$ cat src/common/genlock_defs.svh
// Constants for the genlock video digitizer core
`ifndef GENLOCK_DEFS_SVH
`define GENLOCK_DEFS_SVH
`define CTRL_BITS        47
`define WB_ADDR_DATA     4'h0
`define WB_ADDR_SHIFT    4'h4
`define WB_ADDR_STATUS   4'h8
`define FLD_INPUT_SEL    0
`define FLD_FORMAT       2
`define FLD_RATE_135     4
`define FLD_GAIN_HI      5
`define FLD_AGC_EN       6
`define FLD_AGC_HOLD     7
`define FLD_CLAMP_EN     8
`define BLANK_NTSC       8'h3c
`define BLANK_PAL        8'h40
`define SYNC_THRESH      8'h20
`define SYNC_TIP_MIN     8'd24
`define VSYNC_MIN        10'd400
`define DDS_DIV          4'd9
`define FREQ_INIT_NTSC   16'h21f0
`define FREQ_INIT_PAL    16'h2a09
`define LOSS_LINES       8'd16
`define LOCK_LINES       10'd1050
`endif

$ cat src/common/genlock_pkg.sv
// Types for the genlock video digitizer core
package genlock_pkg;
  typedef struct packed {
    logic       clamp_en;
    logic       agc_hold;
    logic       agc_en;
    logic       gain_hi;
    logic       rate_135;
    logic [1:0] format;
    logic [1:0] input_sel;
  } ctrl_type;
  typedef struct packed {
    logic       hsync;
    logic       vsync;
    logic       qual;
    logic [7:0] data;
  } video_out_type;
  typedef enum logic [1:0] {ACQUIRE, LOCKED, LOST} lock_state_type;
endpackage

$ cat src/genlock_video_digitizer_core.sv
// Digital genlock core: filter, sync separator, clamp, serial control
`timescale 1ns/1ps
`include "genlock_defs.svh"

module genlock_video_digitizer_core
  import genlock_pkg::*;
(
  input  wire logic        clk_i,
  input  wire logic        rst_i,
  input  wire logic        synth_clk_i,
  input  wire logic        pixel_clock_2x_i,
  input  wire logic [7:0]  adc_data_i,
  input  wire logic [15:0] burst_phase_i,
  input  wire logic [3:0]  wb_adr_i,
  input  wire logic [31:0] wb_dat_i,
  output      logic [31:0] wb_dat_o,
  input  wire logic        wb_we_i,
  input  wire logic [3:0]  wb_sel_i,
  input  wire logic        wb_cyc_i,
  input  wire logic        wb_stb_i,
  output      logic        wb_ack_o,
  output      logic        pixel_qual_o,
  output      logic        horiz_sync_out_o,
  output      logic        vert_sync_out_o,
  output      logic [7:0]  video_out_bus_o,
  output      logic        synth_reference_out_o,
  output      logic [1:0]  input_sel_o,
  output      logic        rate_135_o,
  output      logic [7:0]  gain_o,
  output      logic        locked_o
);

  // Pin synchronisers, two flops each
  logic [1:0] pxs_r;           // 2x clock sampler
  logic [1:0] sys_r;           // 20 MHz sampler
  logic       px_d_r;          // Previous synced 2x level
  logic       sy_d_r;          // Previous synced 20 MHz level
  logic [7:0] adc_s1_r;        // ADC sync stage one
  logic [7:0] adc_r;           // ADC sync stage two
  logic       px_rise;         // 2x clock rising edge
  logic       sy_rise;         // 20 MHz rising edge

  // Sample the pin clocks and data
  always_ff @(posedge clk_i) begin
    if (rst_i) begin
      pxs_r    <= 2'b00;
      sys_r    <= 2'b00;
      px_d_r   <= 1'b0;
      sy_d_r   <= 1'b0;
      adc_s1_r <= 8'h00;
      adc_r    <= 8'h00;
    end else begin
      pxs_r    <= {pxs_r[0], pixel_clock_2x_i};
      sys_r    <= {sys_r[0], synth_clk_i};
      px_d_r   <= pxs_r[1];
      sy_d_r   <= sys_r[1];
      adc_s1_r <= adc_data_i;
      adc_r    <= adc_s1_r;
    end
  end

  assign px_rise = pxs_r[1] & ~px_d_r;
  assign sy_rise = sys_r[1] & ~sy_d_r;

  // Wishbone and control shift register
  logic [`CTRL_BITS-1:0] shift_r;   // Serial shift register
  logic [5:0]            cnt_r;     // Bits moved this transfer
  ctrl_type              ctrl_r;    // Applied control
  logic                  ack_r;     // Bus acknowledge
  logic [31:0]           rdat_r;    // Read data
  logic                  req;       // New bus request
  logic                  shift_hit; // Access at shift address
  lock_state_type        st_r;      // Acquisition state

  assign req       = wb_cyc_i & wb_stb_i & ~ack_r;
  assign shift_hit = req & (wb_adr_i == `WB_ADDR_SHIFT);

  // One-cycle ack, any address answers
  always_ff @(posedge clk_i) begin
    if (rst_i) begin
      ack_r  <= 1'b0;
      rdat_r <= 32'h0000_0000;
    end else begin
      ack_r <= req;
      if (req && !wb_we_i) begin
        case (wb_adr_i)
          `WB_ADDR_SHIFT:  rdat_r <= {31'h0000_0000, shift_r[0]};
          `WB_ADDR_STATUS: rdat_r <= {24'h00_0000, cnt_r, 2'(st_r)};
          default:         rdat_r <= 32'h0000_0000;
        endcase
      end
    end
  end

  // Shift one bit per access, apply after 47
  always_ff @(posedge clk_i) begin
    if (rst_i) begin
      shift_r <= '0;
      cnt_r   <= 6'd0;
      ctrl_r  <= '0;
    end else if (shift_hit) begin
      // Write takes LSB; read rotates bit out
      shift_r <= {(wb_we_i & wb_sel_i[0]) ? wb_dat_i[0] : shift_r[0],
                  shift_r[`CTRL_BITS-1:1]};
      if (cnt_r == 6'(`CTRL_BITS - 1)) begin
        cnt_r <= 6'd0;
        if (wb_we_i)
          ctrl_r <= ctrl_type'({wb_dat_i[0],
                                shift_r[`CTRL_BITS-1:`CTRL_BITS-8]});
      end else begin
        cnt_r <= cnt_r + 6'd1;
      end
    end
  end

  assign wb_ack_o    = ack_r;
  assign wb_dat_o    = rdat_r;
  assign input_sel_o = ctrl_r.input_sel;
  assign rate_135_o  = ctrl_r.rate_135;

  // Low-pass filter: four tap moving average
  logic [7:0] tap_r [0:3];     // Sample history
  logic [9:0] sum;             // Tap sum
  logic [7:0] lpf_r;           // Filtered sample
  assign sum = 10'(tap_r[0]) + 10'(tap_r[1])
             + 10'(tap_r[2]) + 10'(tap_r[3]);

  always_ff @(posedge clk_i) begin
    if (rst_i) begin
      for (int i = 0; i < 4; i++)
        tap_r[i] <= 8'h00;
      lpf_r <= 8'h00;
    end else if (px_rise) begin
      tap_r[0] <= adc_r;
      for (int i = 1; i < 4; i++)
        tap_r[i] <= tap_r[i-1];
      lpf_r <= sum[9:2];
    end
  end

  // Sync separator on filtered data
  logic        tip;            // Below sync threshold
  logic        tip_d_r;        // Previous tip state
  logic [9:0]  tip_len_r;      // Tip length in 2x clocks
  logic        hsync_r;        // Horizontal sync output
  logic        vsync_r;        // Vertical sync output
  logic        line_end;       // Tip just ended
  logic [7:0]  porch_r;        // Measured back porch
  logic [7:0]  tip_lvl_r;      // Measured sync tip
  logic [5:0]  porch_cnt_r;    // Clocks since tip end
  assign tip      = lpf_r < `SYNC_THRESH;
  assign line_end = px_rise & tip_d_r & ~tip;

  always_ff @(posedge clk_i) begin
    if (rst_i) begin
      tip_d_r   <= 1'b0;
      tip_len_r <= 10'd0;
      hsync_r   <= 1'b0;
      vsync_r   <= 1'b0;
    end else if (px_rise) begin
      tip_d_r <= tip;
      if (tip) begin
        if (tip_len_r != 10'h3ff)
          tip_len_r <= tip_len_r + 10'd1;
        hsync_r <= (tip_len_r >= 10'(`SYNC_TIP_MIN));
        if (tip_len_r >= `VSYNC_MIN)
          vsync_r <= 1'b1;
      end else begin
        tip_len_r <= 10'd0;
        hsync_r   <= 1'b0;
        if (tip_d_r && tip_len_r < `VSYNC_MIN)
          vsync_r <= 1'b0;
      end
    end
  end

  // Porch and tip level detectors
  always_ff @(posedge clk_i) begin
    if (rst_i) begin
      porch_r     <= `BLANK_NTSC;
      tip_lvl_r   <= 8'h00;
      porch_cnt_r <= 6'd63;
    end else if (px_rise) begin
      if (line_end)
        porch_cnt_r <= 6'd0;
      else if (porch_cnt_r != 6'd63)
        porch_cnt_r <= porch_cnt_r + 6'd1;
      if (porch_cnt_r == 6'd40)
        porch_r <= lpf_r;
      if (tip && tip_len_r == 10'd8)
        tip_lvl_r <= lpf_r;
    end
  end

  // Lock state: loss counts 2x clocks / 256 without sync
  logic [7:0] nosync_r;        // 2x clocks / 256 since sync
  logic [7:0] nosync_lo_r;     // Low count
  logic [9:0] lines_r;         // Lines seen in acquisition
  always_ff @(posedge clk_i) begin
    if (rst_i) begin
      st_r        <= ACQUIRE;
      nosync_r    <= 8'd0;
      nosync_lo_r <= 8'd0;
      lines_r     <= 10'd0;
    end else if (px_rise) begin
      if (line_end) begin
        nosync_r    <= 8'd0;
        nosync_lo_r <= 8'd0;
      end else begin
        nosync_lo_r <= nosync_lo_r + 8'd1;
        if (nosync_lo_r == 8'hff && nosync_r != 8'hff)
          nosync_r <= nosync_r + 8'd1;
      end
      case (st_r)
        ACQUIRE: begin
          if (line_end)
            lines_r <= lines_r + 10'd1;
          if (lines_r == 10'd8)
            st_r <= LOCKED;
        end
        LOCKED: begin
          if (nosync_r >= `LOSS_LINES)
            st_r <= LOST;
        end
        LOST: begin
          lines_r <= 10'd0;
          if (line_end)
            st_r <= ACQUIRE;
        end
        default: st_r <= ACQUIRE;
      endcase
    end
  end
  assign locked_o = (st_r == LOCKED);

  // Gain: from tip to porch amplitude
  logic [7:0] gain_r;          // Gain, 8'h40 is unity
  logic [7:0] nominal;         // Selected nominal gain
  assign nominal = ctrl_r.gain_hi ? 8'h60 : 8'h40;
  always_ff @(posedge clk_i) begin
    if (rst_i) begin
      gain_r <= 8'h40;
    end else if (!ctrl_r.agc_en) begin
      gain_r <= nominal;
    end else if (line_end && (st_r == ACQUIRE || !ctrl_r.agc_hold)) begin
      // raise when amplitude short of 40 codes
      if ((porch_r - tip_lvl_r) < 8'd40 && gain_r != 8'hff)
        gain_r <= gain_r + 8'd1;
      else if ((porch_r - tip_lvl_r) > 8'd40 && gain_r > nominal)
        gain_r <= gain_r - 8'd1;
    end
  end
  assign gain_o = gain_r;

  // Synth reference: divide 2x clock by nine, on 20 MHz
  logic [3:0] div_r;           // Divider count
  logic       ref_r;           // Reference level
  logic       pend_r;          // 2x edge awaiting synth tick
  always_ff @(posedge clk_i) begin
    if (rst_i) begin
      div_r  <= 4'd0;
      ref_r  <= 1'b0;
      pend_r <= 1'b0;
    end else begin
      if (px_rise)
        pend_r <= 1'b1;
      else if (sy_rise)
        pend_r <= 1'b0;
      if (sy_rise && pend_r) begin
        if (div_r == `DDS_DIV - 4'd1) begin
          div_r <= 4'd0;
          ref_r <= 1'b1;
        end else begin
          div_r <= div_r + 4'd1;
          if (div_r == 4'd3)
            ref_r <= 1'b0;
        end
      end
    end
  end
  assign synth_reference_out_o = ref_r;

  // Output: clamp, nibble insertion, qualifier
  video_out_type vo_r;         // Registered output bundle
  logic [7:0]    blank;        // Target blank level
  logic [15:0]   freq;         // Reference frequency word
  logic [1:0]    nib_r;        // Nibble index
  logic          field_r;      // Field identity
  assign blank = ctrl_r.format[0] ? `BLANK_PAL : `BLANK_NTSC;
  assign freq  = (st_r == LOCKED) ? burst_phase_i
               : (ctrl_r.format[0] ? `FREQ_INIT_PAL
                                   : `FREQ_INIT_NTSC);

  always_ff @(posedge clk_i) begin
    if (rst_i) begin
      vo_r    <= '0;
      nib_r   <= 2'd0;
      field_r <= 1'b0;
    end else if (px_rise) begin
      vo_r.qual  <= ~vo_r.qual;
      vo_r.hsync <= hsync_r;
      vo_r.vsync <= vsync_r;
      if (vsync_r && line_end)
        field_r <= ~field_r;
      if (hsync_r) begin
        nib_r <= nib_r + 2'd1;
        case (nib_r)
          2'd0: vo_r.data <= {4'h0, freq[15:12]};
          2'd1: vo_r.data <= {4'h0, freq[11:8]};
          2'd2: vo_r.data <= {4'h0, freq[7:4]};
          default: vo_r.data <= {3'h0, field_r, freq[3:0]} & 8'h0f;
        endcase
      end else begin
        nib_r <= 2'd0;
        if (ctrl_r.clamp_en)
          vo_r.data <= adc_r - porch_r + blank;
        else
          vo_r.data <= adc_r;
      end
    end
  end

  assign pixel_qual_o     = vo_r.qual;
  assign horiz_sync_out_o = vo_r.hsync;
  assign vert_sync_out_o  = vo_r.vsync;
  assign video_out_bus_o  = vo_r.data;

endmodule

$ cat config.mk
export PLATFORM = sky130hd
export DESIGN_NAME = genlock_video_digitizer_core
export DESIGN_NICKNAME = d
export VERILOG_FILES = /design/src/common/genlock_pkg.sv /design/src/genlock_video_digitizer_core.sv
export VERILOG_INCLUDE_DIRS = /design/src /design/src/common
export SDC_FILE = /design/constraint.sdc
export NUM_CORES = 1
export LEC_CHECK = 0
export BUFFER_PORTS_ARGS = -buffer_cell sky130_fd_sc_hd__buf_2
export CORE_MARGIN = 3
export CORE_UTILIZATION = 40
export CTS_CLUSTER_SIZE = 10
export DETAILED_ROUTE_END_ITERATION = 6
export HOLD_SLACK_MARGIN = 0.15
export SYNTH_ARGS = -nofsm -noshare
export SYNTH_HDL_FRONTEND = slang
export SYNTH_SLANG_ARGS = --single-unit
$ cat constraint.sdc
create_clock -name clk_i -period 4.8 [get_ports clk_i]
set_clock_uncertainty 0.05 [all_clocks]
set_input_delay 0.96 -clock clk_i [delete_from_list [all_inputs] [get_ports clk_i]]
set_output_delay 0.96 -clock clk_i [all_outputs]
set_load 0.01 [all_outputs]
After elaboration in Yosys (flattened, before gate mapping). Memories as Yosys holds them, arrays and structs flattened. Cells that the tools add are included. Widths: inputs -> output; s select.

Bitwise gates (word level): 17. Divide/modulo/power cells: 0. Multipliers: 0. Reductions and logical operators: 30. Shifts and indexed selects: 0. Multiplexer cells: 46. Equality and inequality tests: 25. Add/subtract/negate cells: 16. Order comparisons: 8.

Operators with widths (count): $mux 8 (13); $mux 10 (3); $add 8x1->8 const B (3); $mux 6 (4); $add 10x1->10 const B (2); $eq 10x4->1 const B (2); $pmux 10 s2 (1); $lt 8x6->1 const B (2); $mux 16 (1); $ne 8x8->1 const B (2); $pmux 8 s2 (1); $sub 8x8->8 (2); $mux 1 (14); $reduce_and 2->1 (7); $add 6x1->6 const B (2); $eq 6x6->1 const B (2); $mux 12 (1); $pmux 4 s3 (1); $reduce_bool 2->1 (6); $add 10x8->10 (1); $add 9x8->10 (1); $ge 10x5->1 const B (1); $ge 10x9->1 const B (1); $lt 10x9->1 const B (1); 32 further kinds (68).

Memories: 1. Bits in read-only memories: 0. Bits in latches: 0. RAM bits: 32. Input port bits: 71. Flip-flop bits (word level): 214. Word-level logic and storage cells: 181.

Memory list: tap_r (depth 4, bits a word 8, read ports 4, clocked after Yosys merged registers in 0, wr ports 4, line genlock_video_digitizer_core.sv:122) `logic [7:0] tap_r [0:3];`.

Longest topological paths before layout.
Depth after elaboration: 7. Mapped depth: 18. Depth with buffers taken out: 18.

Worst setup path before layout. OpenSTA, ideal clock, no wires.

Kind: register to register. Start: register porch_r[2]. End: register gain_r[7], in the netlist gain_o[7]. Slack: 1.298 ns. Stages on the path, launching flop included: 14. Arrival time: 3.380 ns. Period minus slack after synthesis: 3.502 ns. Buffers on the path: 0. Path through: dfxtp_1 -> ha_1 -> a21oi_4 -> a21oi_2 -> or4_4 -> a21oi_4 -> nand2_1 -> ha_1 -> a21o_1 -> a21oi_1 -> o21ai_0 -> o41ai_1 -> mux2i_1 -> mux2i_1.

Word-level cells in the longest chain between the ends: 6. Elaborated cells on any way between the ends: 10. Classes of those cells: add/sub (1); order compare (2); eq/ne (1); mux (3); reduce/logical (3).

RTL lines: start, declared (line genlock_video_digitizer_core.sv:148) `logic [7:0] porch_r;`; start signal, assigned (line genlock_video_digitizer_core.sv:180) `` porch_r <= `BLANK_NTSC; ``; start signal, assigned (line genlock_video_digitizer_core.sv:189) `porch_r <= lpf_r;`; $sub 8x8->8 (*) (line genlock_video_digitizer_core.sv:247, genlock_video_digitizer_core.sv:249); $lt 8x6->1 (line genlock_video_digitizer_core.sv:247) `if ((porch_r - tip_lvl_r) < 8'd40 && gain_r != 8'hff)`; $logic_and 1x1->1 (line genlock_video_digitizer_core.sv:247); $mux 8 (line genlock_video_digitizer_core.sv:247); $mux 8 (line genlock_video_digitizer_core.sv:245) `end else if (line_end && (st_r == ACQUIRE || !ctrl_r.agc_hold)) begin`; $mux 8 (line genlock_video_digitizer_core.sv:243) `end else if (!ctrl_r.agc_en) begin`; end signal, assigned (line genlock_video_digitizer_core.sv:244) `gain_r <= nominal;`; end signal, assigned (line genlock_video_digitizer_core.sv:248) `gain_r <= gain_r + 8'd1;`; end signal, assigned (line genlock_video_digitizer_core.sv:250) `gain_r <= gain_r - 8'd1;`; end, declared (line genlock_video_digitizer_core.sv:237) `logic [7:0] gain_r;`.

Every way passes the cells marked *; elsewhere a longest branch is shown, timed or not. The select of a mux whose other input is x is not followed. A chain may end at the register's enable or synchronous reset.

Worst setup path in the final report.
Start: register tip_lvl_r[2]. End: register gain_r[7], in the netlist gain_o[7].

Word-level cells in the longest chain between the ends: 6. Elaborated cells on any way between the ends: 10. Classes of those cells: add/sub (1); order compare (2); eq/ne (1); mux (3); reduce/logical (3).

RTL lines: start, declared (line genlock_video_digitizer_core.sv:149) `logic [7:0] tip_lvl_r;`; start signal, assigned (line genlock_video_digitizer_core.sv:191) `tip_lvl_r <= lpf_r;`; $sub 8x8->8 (*) (line genlock_video_digitizer_core.sv:247, genlock_video_digitizer_core.sv:249); $lt 8x6->1 (line genlock_video_digitizer_core.sv:247); $logic_and 1x1->1 (line genlock_video_digitizer_core.sv:247); $mux 8 (line genlock_video_digitizer_core.sv:247); $mux 8 (line genlock_video_digitizer_core.sv:245); $mux 8 (line genlock_video_digitizer_core.sv:243).

Marked as above.

==> results summary <==
The run finished with clean final reports. Setup repair after global routing left no endpoint under its margin. The required time of the critical path came out at 5200 ps.

The die is around 170 um tall. The post-cts resize count is 0. The worst hold endpoint is adc_r[2]. The highest fanout seen on the critical path is 8. The post-CTS setup-driven buffer insertion count is 0.

The total DRC errors in the routed layout came out at 0. The slowest stage cell on the critical path is sky130_fd_sc_hd__or4_4. The depth of the most critical reg-to-reg path is 14. The number of flops mapped to enable cells by yosys came out at 32. The longest clock path from root to sink contains 3 buffers.

The number of antenna-violating nets in the routed design came out at 0. In this run the most critical hold path is launched from adc_s1_r[2]. The area added between synthesis and finish is 12.0%. Dividing total power by cell area gives a power density of 331 nW/um2. The synthesized instance count is 1,178. The number of vias per cell is 4.98. The first-pass iteration count of the detailed router came out at 5.

The antenna diode count came out at 0. The number of distinct library cells after synthesis is 67. The internal reg-to-reg setup slack came out at a little under 900 ps. The signal on the critical path passes through inv_1, ha_1, a21oi_4, a21oi_2, or4_4, a21oi_4, nand2_1, ha_1, a21o_1, a21oi_1, o21ai_0, o41ai_1, mux2i_1, mux2i_1.

The number of pins with negative max-slew slack in the final report came out at 0. The final setup TNS is 0 ps. During synthesis, Yosys emitted a total of 0 warnings.

The worst setup path is captured at a flop. The number of buffers created by CTS came out at 26. The type of the worst min-delay path is flop to flop. Summed over all cells, the static leakage comes to 4.64 nW. Dividing the detail-routed wire length by the instance count gives 13.6 um.

The aggregate routed wire length is 21.4 mm. The synthesized flop and latch total came out at roughly 220. The peak per-stage delay on the critical path is 500 ps. The source of the critical timing path is tip_lvl_r[2]. The wire length of the first global-routing pass came out at 36.2 mm. The count of port buffers added during placement came out at 69. The number of vias in the routed layout came out at 7,820. STA classifies the critical path startpoint as a flop. The final hold slack is 385 ps.

The final standard cell count with taps included and fillers excluded is 1,571. TritonCTS built the clock tree. By area the synthesized netlist is led by sky130_fd_sc_hd__dfxtp_1 (36%), sky130_fd_sc_hd__edfxtp_1 (9.0%), sky130_fd_sc_hd__ha_1 (5.5%). Pin placement for this block handled 128 I/O pins. The end-of-flow core utilization came out at between 40 and 50%. The number of endpoints with negative hold slack in the final report came to 0. The area of the multi-input gates came out at 5340 um2. The final critical path takes up about 80% of the cycle. The clock input transition at the sequential cells of the worst setup and hold paths is 60 ps. The most frequent cell after synthesis is sky130_fd_sc_hd__dfxtp_1.

The number of placement rows is 59. The clock net in this run drives a total of 222 sinks. The half-perimeter wire length after placement is between 10 and 15 mm. The die span in x is 169 um. The number of max-cap violations is 0.

Data on the critical path arrives at its endpoint at 4330 ps. The final setup violation count came out at 0. For this run the aggregate overflow at the end of global routing stands at 0.

Summed over all instances, the cell type with the most area after synthesis is sky130_fd_sc_hd__dfxtp_1. The maximum number of pins on one net before global-route repair is 119. The floorplan die area is 28,700 um2. The async set or reset register ratio after synthesis came out at 0%. Along the worst hold path, the cell count comes to 1. The layout has about 2,600 filler cells. The most used flip-flop cell after synthesis is sky130_fd_sc_hd__dfxtp_1.

The effective utilization at floorplan came out at 40.8%. The endpoint of the worst register-to-register path is gain_o[7]. In this run, the number of DRC markers left after iteration 0 of detailed routing was between 300 and 400.

The placed instance count came out at roughly 1,500. The clock latency reported for the late side of the worst-skew pair is 540 ps. The net count of the finished layout is 1,369. The via count of the first global-routing pass is 7,399. The global-route total usage across every layer is 14.8%. The average cell area after synthesis is 9.06 um2. The maximum resistive drop on vdd came out at 0.258 mV.

The initial antenna violation count came to 0. The minimum clock period after layout is between 3000 and 4000 ps. The relative slew slack came out at 45.7%.

The tree is rooted in a sky130_fd_sc_hd__clkbuf_16. The area taken by flip-flops and latches is 4760 um2. The floorplan core area is 26,100 um2. After synthesis, flip-flops and latches occupy roughly 45% of the total area.

Of the post-synthesis cell area, the dominant cell type holds 35.7%. The slew at the pin with the worst max-slew slack is 808 ps. The global placement routability congestion came out at roughly 0.83. By count the netlist is led by sky130_fd_sc_hd__dfxtp_1 (190), sky130_fd_sc_hd__nand2_1 (154), sky130_fd_sc_hd__nor2_1 (111). The number of levels in the clock H-tree is 1. The post-route netlist has about a tenth of its cells at a drive strength greater than 1. The post-synth design cell area came out at 10,700 um2.

The maximum frequency from static timing analysis is between 200 and 300 MHz. The hold-fix buffer count after cts is 0. The startpoint of the worst-slack reg-to-reg timing path is tip_lvl_r[2]. The worst setup path is of the flop to flop kind.
[report_power, final]
group          switching, mW  total [mW]  internal (mW)
sequential            0.0243        1.95           1.92
combinational          0.156       0.261          0.105
clock                  0.723        1.75           1.03
[cells in the final DEF, fill, tap and decap left out, types with 7 or more instances in the layout]
master                      Yosys  layout
sky130_fd_sc_hd__dfxtp_1      190     190
sky130_fd_sc_hd__nand2_1      154     154
sky130_fd_sc_hd__nor2_1       111     111
sky130_fd_sc_hd__a21oi_1       90      90
sky130_fd_sc_hd__inv_1         69      69
sky130_fd_sc_hd__buf_2          0      68
sky130_fd_sc_hd__ha_1          47      47
sky130_fd_sc_hd__o21ai_0       35      35
sky130_fd_sc_hd__nand3_1       33      33
sky130_fd_sc_hd__edfxtp_1      32      32
sky130_fd_sc_hd__mux2i_1       29      29
sky130_fd_sc_hd__nor2b_1       30      28
sky130_fd_sc_hd__clkbuf_16      0      26
sky130_fd_sc_hd__and2_1        25      25
sky130_fd_sc_hd__nor3_1        25      25
sky130_fd_sc_hd__xor2_1        25      25
sky130_fd_sc_hd__xnor2_1       24      24
sky130_fd_sc_hd__fa_1          24      24
sky130_fd_sc_hd__conb_1         1      24
sky130_fd_sc_hd__nand4_1       18      18
sky130_fd_sc_hd__a21o_1        12      12
sky130_fd_sc_hd__nand2b_1      10      10
sky130_fd_sc_hd__or3_1         10      10
sky130_fd_sc_hd__a22oi_1       10      10
sky130_fd_sc_hd__and3_1         8       8
sky130_fd_sc_hd__nor3b_1        8       8
sky130_fd_sc_hd__a211oi_1       8       8
sky130_fd_sc_hd__nand3b_1       7       7
sky130_fd_sc_hd__clkbuf_1      46       7
sky130_fd_sc_hd__buf_4         26       7
[critical path: cells and delay by family (launching register included)]
family	cells	cell delay, ps
buffers and inverters	1	50
adder cells (fa/ha/maj)	2	730
multiplexers	2	470
AND/OR/NAND/NOR	2	760
flip-flops	1	330
AO/OA/AOI/OAI	7	1450
[worst max path at each step]
stage / to / slack [ps] / cells after the start
floorplan: gain_o[7] / 1300 / 13
global placement: gain_o[7] / 950 / 13
detailed placement: gain_o[7] / 890 / 13
CTS: gain_o[7] / 850 / 13
global route: gain_o[7] / 540 / 14
finish: gain_o[7] / 870 / 14
[cells by family after synthesis]
| logic type | Yosys count | synth area share (%) |
|---|---|---|
| compound gates | 199 | 11.7 |
| xor+xnor | 49 | 4.02 |
| fa+ha+maj | 71 | 10.0 |
| buf+inv | 148 | 6.19 |
| flops | 222 | 44.7 |
| mux | 29 | 2.72 |
| other cells | 1 | 0.0352 |
| simple gates | 459 | 20.7 |
[state kept, by name (all words and copies together) (netlist names), 10 cells and up]
name / flops
tip_len_r: 10
shift_r: 47
tap_r: 32
lines_r: 10
[layer usage]
layer  track usage, %  wire length (um)  up-vias
li1                 -                 -     4029
met1             20.7             10300     3649
met2             23.8              9720      111
met3             2.66               893       31
met4             4.02               481        0
met5                0                 0        -
[through the flow]
stage	setup WS (ps)	total power, mW	area, um2
after floorplan	1300	2.18	10800
after global placement	950	2.24	11200
after detailed placement	886	2.25	11200
after CTS	847	4.01	11900
after global routing	544	4.13	11900
final	874	3.96	11900
[layout make-up]
| class | count | area share [%] |
|---|---|---|
| repair buffers | 76 | 3.46 |
| clock inverters | 1 | 0.251 |
| well taps | 335 | 3.51 |
| clock buffers | 36 | 6.01 |
| inverters | 70 | 2.20 |
| flip-flops and latches | 222 | 39.9 |
| multi-input cells | 831 | 44.7 |
Note: power is estimated with default switching activity, not from simulation.
